$ cat config.mk
export PLATFORM = sky130hd
export DESIGN_NAME = tcm_timer
export DESIGN_NICKNAME = d
export VERILOG_FILES = /design/src/rtl/tcm_pkg.sv /design/src/rtl/tcm_pin_if.sv /design/src/rtl/tcm_input_sync.sv /design/src/rtl/tcm_timer.sv
export VERILOG_INCLUDE_DIRS = /design/src /design/src/rtl
export SDC_FILE = /design/constraint.sdc
export NUM_CORES = 1
export LEC_CHECK = 0
export BUFFER_PORTS_ARGS = -buffer_cell sky130_fd_sc_hd__buf_2
export CORE_UTILIZATION = 52
export CTS_CLUSTER_SIZE = 8
export DETAILED_ROUTE_END_ITERATION = 6
export GPL_ROUTABILITY_DRIVEN = 0
export GPL_TIMING_DRIVEN = 0
export PLACE_DENSITY = 0.82
export SETUP_SLACK_MARGIN = 0.15
export SYNTH_ARGS = -nofsm -noshare
export SYNTH_HDL_FRONTEND = slang
export SYNTH_SLANG_ARGS = --single-unit
$ cat constraint.sdc
create_clock -name clock -period 3.6 [get_ports clock]
set_input_delay 0.72 -clock clock [delete_from_list [all_inputs] [get_ports clock]]
set_output_delay 0.72 -clock clock [all_outputs]
set_load 0.01 [all_outputs]
$ cat src/rtl/tcm_defs.svh
`ifndef TCM_DEFS_SVH
`define TCM_DEFS_SVH

// ----------------------------------------
// widths and reset values
// ----------------------------------------
`define TCM_CNT_W        16
`define TCM_PRESC_W      10
`define TCM_CNT_RESET    16'h0000
`define TCM_CMP_RESET    16'hffff
`define TCM_BYTE_RESET   8'h00

// ----------------------------------------
// operating mode codes
// ----------------------------------------
`define TCM_MODE_EXT_TRIG 3'h4
`define TCM_MODE_EVENT    3'h2
`define TCM_MODE_WINDOW   3'h5

// ----------------------------------------
// source clock select: prescaler bits per tick
// ----------------------------------------
`define TCM_SEL_DIV1024   2'h0
`define TCM_SEL_DIV64     2'h1
`define TCM_SEL_DIV4      2'h2
`define TCM_SEL_DIV2      2'h3
`define TCM_MASK_DIV1024  10'h3ff
`define TCM_MASK_DIV64    10'h03f
`define TCM_MASK_DIV4     10'h003
`define TCM_MASK_DIV2     10'h001

`endif

$ cat src/rtl/tcm_pkg.sv
`include "tcm_defs.svh"

package tcm_pkg;

   typedef enum logic [1:0] {
      TCM_WAIT  = 2'b01,
      TCM_COUNT = 2'b10
   } tcm_trig_state_type;

   typedef struct packed {
      logic [2:0] op_mode;
      logic [1:0] clk_sel;
      logic       edge_sel;
      logic       stop_en;
      logic       ovf_en;
   } tcm_mode_type;

   typedef struct packed {
      tcm_mode_type              mode;
      logic                      run;
      tcm_trig_state_type        trig;
      logic [`TCM_PRESC_W-1:0]   presc;
      logic [`TCM_CNT_W-1:0]     count;
      logic [7:0]                temp;
      logic [`TCM_CNT_W-1:0]     dbuf;
      logic [`TCM_CNT_W-1:0]     cmp;
      logic                      pending;
      logic [`TCM_CNT_W-1:0]     cap;
      logic                      irq;
   } tcm_state_type;

endpackage

$ cat src/rtl/tcm_pin_if.sv
`timescale 1ns/1ps

interface tcm_pin_if;
   logic level;
   logic rise;
   logic fall;

   modport src
   (
      output level,
      output rise,
      output fall
   );

   modport dst
   (
      input level,
      input rise,
      input fall
   );
endinterface

$ cat src/rtl/tcm_input_sync.sv
`timescale 1ns/1ps

module tcm_input_sync
#(
   parameter int SYNC_STAGES = 2
)
(
   input  wire logic clock,
   input  wire logic rst_b,
   input  wire logic timer_input_pin,
   tcm_pin_if.src    pin_bus
);
   import tcm_pkg::*;

   typedef struct packed {
      logic [SYNC_STAGES-1:0] sync;
      logic                   level;
      logic                   rise;
      logic                   fall;
   } tcm_sync_state_type;

   tcm_sync_state_type st_r;
   tcm_sync_state_type st_nxt;

   initial
   begin
      if (SYNC_STAGES < 2)
         $error("tcm_input_sync: SYNC_STAGES must be at least 2");
   end

   // ----------------------------------------
   // synchroniser and edge detect
   // ----------------------------------------
   // edges are taken from the last stage only, never from the first
   always_comb
   begin
      st_nxt       = st_r;
      st_nxt.sync  = {st_r.sync[SYNC_STAGES-2:0], timer_input_pin};
      st_nxt.level = st_r.sync[SYNC_STAGES-1];
      st_nxt.rise  = st_r.sync[SYNC_STAGES-1] & ~st_r.level;
      st_nxt.fall  = ~st_r.sync[SYNC_STAGES-1] & st_r.level;
   end

   always_ff @(posedge clock or negedge rst_b)
   begin
      if (!rst_b)
         st_r <= '0;
      else
         st_r <= st_nxt;
   end

   assign pin_bus.level = st_r.level;
   assign pin_bus.rise  = st_r.rise;
   assign pin_bus.fall  = st_r.fall;

endmodule // tcm_input_sync

$ cat src/rtl/tcm_timer.sv
`timescale 1ns/1ps
`include "tcm_defs.svh"

// Function
// operating mode 100 plus run bit gives externally triggered timer mode
// trigger edge select: 0 rising, 1 falling
// while running, mode settings and overflow enable writes are ignored
// triggered mode idles until trigger edge, then counts source clock ticks
// compare A match raises interrupt, clears counter, counting continues
// stop enable 1: opposite edge stops and clears; next trigger restarts
// stop enable 0: edges ignored from trigger until next match
// clearing run bit stops and clears the counter
// operating mode 010 gives event counting, one count per selected edge
// event counting edge select: 0 rising, 1 falling
// event source at most half the clock, each level two cycles or more
// operating mode 101 gives window mode counting selected source clock
// window level select: 0 counts while high, 1 while low
// window counts source ticks gated by active level; clears on match
// window input should toggle well below the source clock rate
// software configures the pin as input before starting
// compare low byte goes to holding buffer; high byte commits both
// double buffered compare takes effect at match; reads give last written
// auto capture: low byte read latches live count and high byte together
// clock gate 0 (reset value) keeps the timer from operating
// 16-bit counter; input pin synchronised before edge or level detection
// counter wraps from ffff to zero without a match and keeps counting

module tcm_timer
#(
   parameter int SYNC_STAGES = 2
)
(
   input  wire logic                  clock,
   input  wire logic                  rst_b,
   input  wire logic                  timer_input_pin,
   input  wire logic                  timer_clock_gate,
   input  wire logic                  run_bit,
   input  wire logic [2:0]            operating_mode_field,
   input  wire logic [1:0]            source_clock_select,
   input  wire logic                  edge_or_level_select,
   input  wire logic                  trigger_stop_enable,
   input  wire logic                  overflow_irq_enable,
   input  wire logic                  double_buffer_enable,
   input  wire logic                  auto_capture_enable,
   input  wire logic                  compare_a_low_wr,
   input  wire logic                  compare_a_high_wr,
   input  wire logic [7:0]            compare_wdata,
   input  wire logic                  capture_b_low_rd,
   output logic                       timer_irq,
   output logic                       timer_running,
   output tcm_pkg::tcm_mode_type      timer_mode_reg,
   output logic [`TCM_CNT_W-1:0]      count_value,
   output logic [`TCM_CNT_W-1:0]      compare_reg_a,
   output logic [7:0]                 capture_b_low,
   output logic [7:0]                 capture_b_high
);
   import tcm_pkg::*;

   tcm_state_type           st_r;
   tcm_state_type           st_nxt;
   tcm_pin_if               pin_bus ();
   logic [`TCM_PRESC_W-1:0] tick_mask;
   logic                    tick;
   logic                    sel_edge;
   logic                    opp_edge;
   logic                    win_active;
   logic                    inc;
   logic                    match;
   logic                    is_ext;
   logic                    is_event;
   logic                    is_win;
   logic [`TCM_CNT_W-1:0]   commit_val;

   // ----------------------------------------
   // input pin conditioning
   // ----------------------------------------
   tcm_input_sync #(.SYNC_STAGES(SYNC_STAGES)) u_sync
   (
      .clock           (clock),
      .rst_b           (rst_b),
      .timer_input_pin (timer_input_pin),
      .pin_bus         (pin_bus)
   );

   // ----------------------------------------
   // decode of mode, source clock and pin
   // ----------------------------------------
   always_comb
   begin
      case (st_r.mode.clk_sel)
         `TCM_SEL_DIV1024: tick_mask = `TCM_MASK_DIV1024;
         `TCM_SEL_DIV64:   tick_mask = `TCM_MASK_DIV64;
         `TCM_SEL_DIV4:    tick_mask = `TCM_MASK_DIV4;
         `TCM_SEL_DIV2:    tick_mask = `TCM_MASK_DIV2;
         default:          tick_mask = `TCM_MASK_DIV1024;
      endcase
   end

   assign tick       = &(st_r.presc | ~tick_mask);
   assign is_ext     = (st_r.mode.op_mode == `TCM_MODE_EXT_TRIG);
   assign is_event   = (st_r.mode.op_mode == `TCM_MODE_EVENT);
   assign is_win     = (st_r.mode.op_mode == `TCM_MODE_WINDOW);
   assign sel_edge   = st_r.mode.edge_sel ? pin_bus.fall : pin_bus.rise;
   assign opp_edge   = st_r.mode.edge_sel ? pin_bus.rise : pin_bus.fall;
   assign win_active = pin_bus.level ^ st_r.mode.edge_sel;
   assign commit_val = {compare_wdata, st_r.temp};

   // one increment request per cycle; other mode codes are not served here
   always_comb
   begin
      inc = 1'b0;
      if (st_r.run)
      begin
         if (is_ext)
            inc = (st_r.trig == TCM_COUNT) && tick &&
                  !(st_r.mode.stop_en && opp_edge);
         else if (is_event)
            inc = sel_edge;
         else if (is_win)
            inc = tick && win_active;
      end
   end

   assign match = inc && (st_r.count == st_r.cmp);

   // ----------------------------------------
   // next state
   // ----------------------------------------
   always_comb
   begin
      st_nxt     = st_r;
      st_nxt.irq = match;
      st_nxt.run = run_bit & timer_clock_gate;

      // settings are only taken while stopped
      if (!st_r.run)
      begin
         st_nxt.mode.op_mode  = operating_mode_field;
         st_nxt.mode.clk_sel  = source_clock_select;
         st_nxt.mode.edge_sel = edge_or_level_select;
         st_nxt.mode.stop_en  = trigger_stop_enable;
         st_nxt.mode.ovf_en   = overflow_irq_enable;
      end

      // prescaler restarts with each start so the first tick is deterministic
      if (st_r.run)
         st_nxt.presc = st_r.presc + 1'b1;
      else
         st_nxt.presc = '0;

      // counter: cleared on the edge that running drops, so a stopped timer never shows a stale count
      if (!st_nxt.run)
      begin
         st_nxt.count = `TCM_CNT_RESET;
         st_nxt.trig  = TCM_WAIT;
      end
      else if (match)
         st_nxt.count = `TCM_CNT_RESET;
      else if (inc)
         st_nxt.count = st_r.count + 1'b1;

      // trigger sequencing
      if (st_r.run && st_nxt.run && is_ext)
      begin
         case (st_r.trig)
            TCM_WAIT:
            begin
               if (sel_edge)
                  st_nxt.trig = TCM_COUNT;
            end
            TCM_COUNT:
            begin
               // with stop disabled no edge is looked at while counting
               if (st_r.mode.stop_en && opp_edge)
               begin
                  st_nxt.trig  = TCM_WAIT;
                  st_nxt.count = `TCM_CNT_RESET;
               end
            end
            default:
               st_nxt.trig = TCM_WAIT;
         endcase
      end

      // compare register A: holding buffer and double buffer
      if (compare_a_low_wr)
         st_nxt.temp = compare_wdata;
      if (match && st_r.pending)
      begin
         st_nxt.cmp     = st_r.dbuf;
         st_nxt.pending = 1'b0;
      end
      else if (!st_r.run && st_r.pending)
      begin
         st_nxt.cmp     = st_r.dbuf;
         st_nxt.pending = 1'b0;
      end
      if (compare_a_high_wr)
      begin
         st_nxt.dbuf = commit_val;
         if (double_buffer_enable && st_r.run)
            st_nxt.pending = 1'b1;
         else
         begin
            st_nxt.cmp     = commit_val;
            st_nxt.pending = 1'b0;
         end
      end

      // auto capture: a stopped timer reads back zero in both bytes
      if (capture_b_low_rd && auto_capture_enable)
      begin
         if (st_r.run)
            st_nxt.cap = st_r.count;
         else
            st_nxt.cap = `TCM_CNT_RESET;
      end
   end

   always_ff @(posedge clock or negedge rst_b)
   begin
      if (!rst_b)
      begin
         st_r      <= '0;
         st_r.trig <= TCM_WAIT;
         st_r.cmp  <= `TCM_CMP_RESET;
         st_r.dbuf <= `TCM_CMP_RESET;
      end
      else
         st_r <= st_nxt;
   end

   // ----------------------------------------
   // outputs
   // ----------------------------------------
   assign timer_irq      = st_r.irq;
   assign timer_running  = st_r.run;
   assign timer_mode_reg = st_r.mode;
   assign count_value    = st_r.count;
   assign compare_reg_a  = st_r.dbuf;
   assign capture_b_low  = st_r.cap[7:0];
   assign capture_b_high = st_r.cap[15:8];
endmodule // tcm_timer
==> reports/metrics.yaml <==
dr.pass1.iters: 4
post_cts_buffers: 0
power.density_nw_per_um2: 385
largest_register_ffs: 29
antenna_found_initial: 0
cap_viol_max_count: 0
via_per_inst: 5.05
cts_tree: "yes"
rr_worst_depth: 8
grt_pass1_vias: 3452
async_flop_share_pct: 100
top_register: "st_r"
syn_inst: 474
synth.avg_cell_area_um2: 10.7
synthFlopType: "dfrtp_1"
fin_crit_sh_pct: 71.9
seq_area_um2: 2540
arrival_ps: 2860
yosysSeqAreaShare_pct: 50.3
clockBufferDepth: 2
cts_sinks: 100
grt_use_met1_pct: 29.2
finalSetupViolations: 0
grtUsageMet2_pct: 35.5
worstMarginPinSlew_ps: 698
ctsHoldBuffers: 0
rrSetupSlack_ps: 1010
synth_edf_count: 0
path_clk_slew_ps: 90
startpoint_type: "flip-flop"
hp-class: "input port to asynchronous set/reset pin"
grt_use_met3_pct: 3.95
start_util_pct: 54.2
num_antenna_cells: 0
core_um2: 9330
vias: 3543
die_w_um: 101
busiest_layer: "met2"
hold_viol: 0
die_h_um: 101
drtIter0Drc: 113
ctsHtreeMaxLevel: 3
power_mw: 2.25
crit_path_end_kind: "flip-flop"
fmax_mhz: 387
drc: 0
status: "finished, final reports clean"
dp_hpwl_mm: 7.29
synthesis.area_um2: 5060
ys_ff_latch: 100
clk_latency_ps: 370
grt_first_pass_wirelength_mm: 17.0
final_antenna_net_count: 0
ys_types: 40
layout-drive-gt1-share_pct: 39.9
overflow: 0
nets: 597
leakage_nw: 2.67
area_growth_syn_to_layout_pct: 15.4
syn_nets: 504
irDropWorstVdd_mv: 0.244
routed_wl_mm: 9.90
fillers: 772
numCtsBuffers: 9
io_buffers: 81
grt_setup_unrepaired: "no"
crit_type: "flip-flop to flip-flop"
cts-root-buf: "clkbuf_8"
grt_max_degree: 79
ys_warn_count: 0
ios: 84
track_usage_pct: 21.7
fin_util_pct: 62.6
fp-row-count: 35
multi_input_area_um2: 1980
ctsResizeCount: 0
path_max_fanout: 10
routedWlPerCell_um: 14.1
fin_worst_skew_ps: 9.48
cp.required_ps: 3880
fin_tns_setup_ps: 0
period_needed_ps: 2590
die_area_um2: 10100
final_max_slew_viol_count: 0
relSlewSlack_pct: 53.3
where the power goes:
| part | total [mW] | leakage [nW] | switching [mW] | internal, mW |
|---|---|---|---|---|
| Sequential | 1.29 | 1.24 | 0.0640 | 1.23 |
| Clock | 0.658 | 0.0910 | 0.397 | 0.261 |
| Combinational | 0.300 | 1.35 | 0.148 | 0.151 |
| Total | 2.25 | 2.67 | 0.610 | 1.64 |
worst paths after layout:
path	from	endpoint
setup reg to reg	count_value[5]$_DFF_PN0_	st_r[32]$_DFF_PN1_
setup / recovery	count_value[5]$_DFF_PN0_	st_r[32]$_DFF_PN1_
min in group clock	u_sync.st_nxt[4]$_DFF_PN0_	u_sync.st_nxt[2]$_DFF_PN0_
hold reg to reg	u_sync.st_nxt[4]$_DFF_PN0_	u_sync.st_nxt[2]$_DFF_PN0_
hold / removal	rst_b	st_r[78]$_DFF_PN0_
max in group asynchronous	rst_b	compare_reg_a[14]$_DFFE_PN1P_
metrics by stage:
step,std cells,setup WS [ps],cell area [µm²],hold WS [ps]
2_1_floorplan,474,1400,5060,331
3_3_place_gp,684,892,5630,336
3_5_place_dp,685,980,5660,336
4_1_cts,701,962,5840,244
5_1_grt,701,800,5840,248
6_report,701,1010,5840,250
layout by cell type, fill, tap and decap left out, drive strengths merged, types with 2 or more instances in the layout:
master / instances
a21oi: 19
and2: 12
and3: 4
buf: 144
clkbuf: 24
clkinv: 2
dfrtp: 67
dfstp: 33
ha: 4
inv: 11
mux2: 31
mux2i: 18
nand2: 52
nand2b: 4
nand3: 5
nand4: 7
nor2: 37
nor2b: 4
nor3: 5
nor4: 14
o21ai: 20
o22ai: 2
xnor2: 22
xor2: 18
Yosys cell counts, types with 2 or more instances:
master	number	area, µm²
buf_2	3	15.0
xor2_1	18	158
buf_1	2	7.51
and2_1	12	75.1
ha_1	4	50.1
nor2_1	37	139
nand2_1	52	195
dfrtp_1	67	1680
nand3_1	5	25.0
buf_4	56	420
mux2_2	31	349
dfstp_2	33	867
o21ai_0	18	90.1
and3_1	4	25.0
o22ai_1	2	12.5
o21ai_1	2	10.0
mux2i_1	18	180
nand2b_1	4	25.0
xnor2_1	22	193
a21oi_1	19	95.1
inv_1	7	26.3
nor2b_1	4	25.0
clkbuf_1	15	56.3
nor4_1	14	87.6
nand4_1	6	37.5
nor3_1	5	25.0
critical path: stages, from the launching register on:
cell and delay [ps]:
dfrtp_1 410, buf_2 190, xor2_1 160, nor4_1 240
nand4_1 230, o41ai_4 700, buf_6 270, mux2i_1 220
a21oi_1 90
routing by layer:
layer  share of wire [%]  up-vias
met5                   0        -
met4                 1.3        0
met2                  48      106
met1                  46     1693
met3                 4.5       10
li1                    -     1734
cell families after synthesis:
family | after synthesis | synth area share, %
AOI/OAI and AO/OA | 50 | 7.00
adders and majority gates | 4 | 0.989
buffers and inverters | 84 | 10.6
xor gates and xnor gates | 40 | 6.93
muxes | 49 | 10.5
and+or+nand+nor | 147 | 13.7
DFF | 100 | 50.3
area by class of cell:
cell class,count,share of cell area [%]
Sequential cell,100,43.6
Multi-Input combinational cell,290,33.9
Buffer,77,8.75
Timing Repair Buffer,82,7.46
Tap cell,129,2.77
Clock buffer,9,2.12
Clock inverter,7,0.965
Inverter,7,0.450
(Power assumes the default switching activity.)
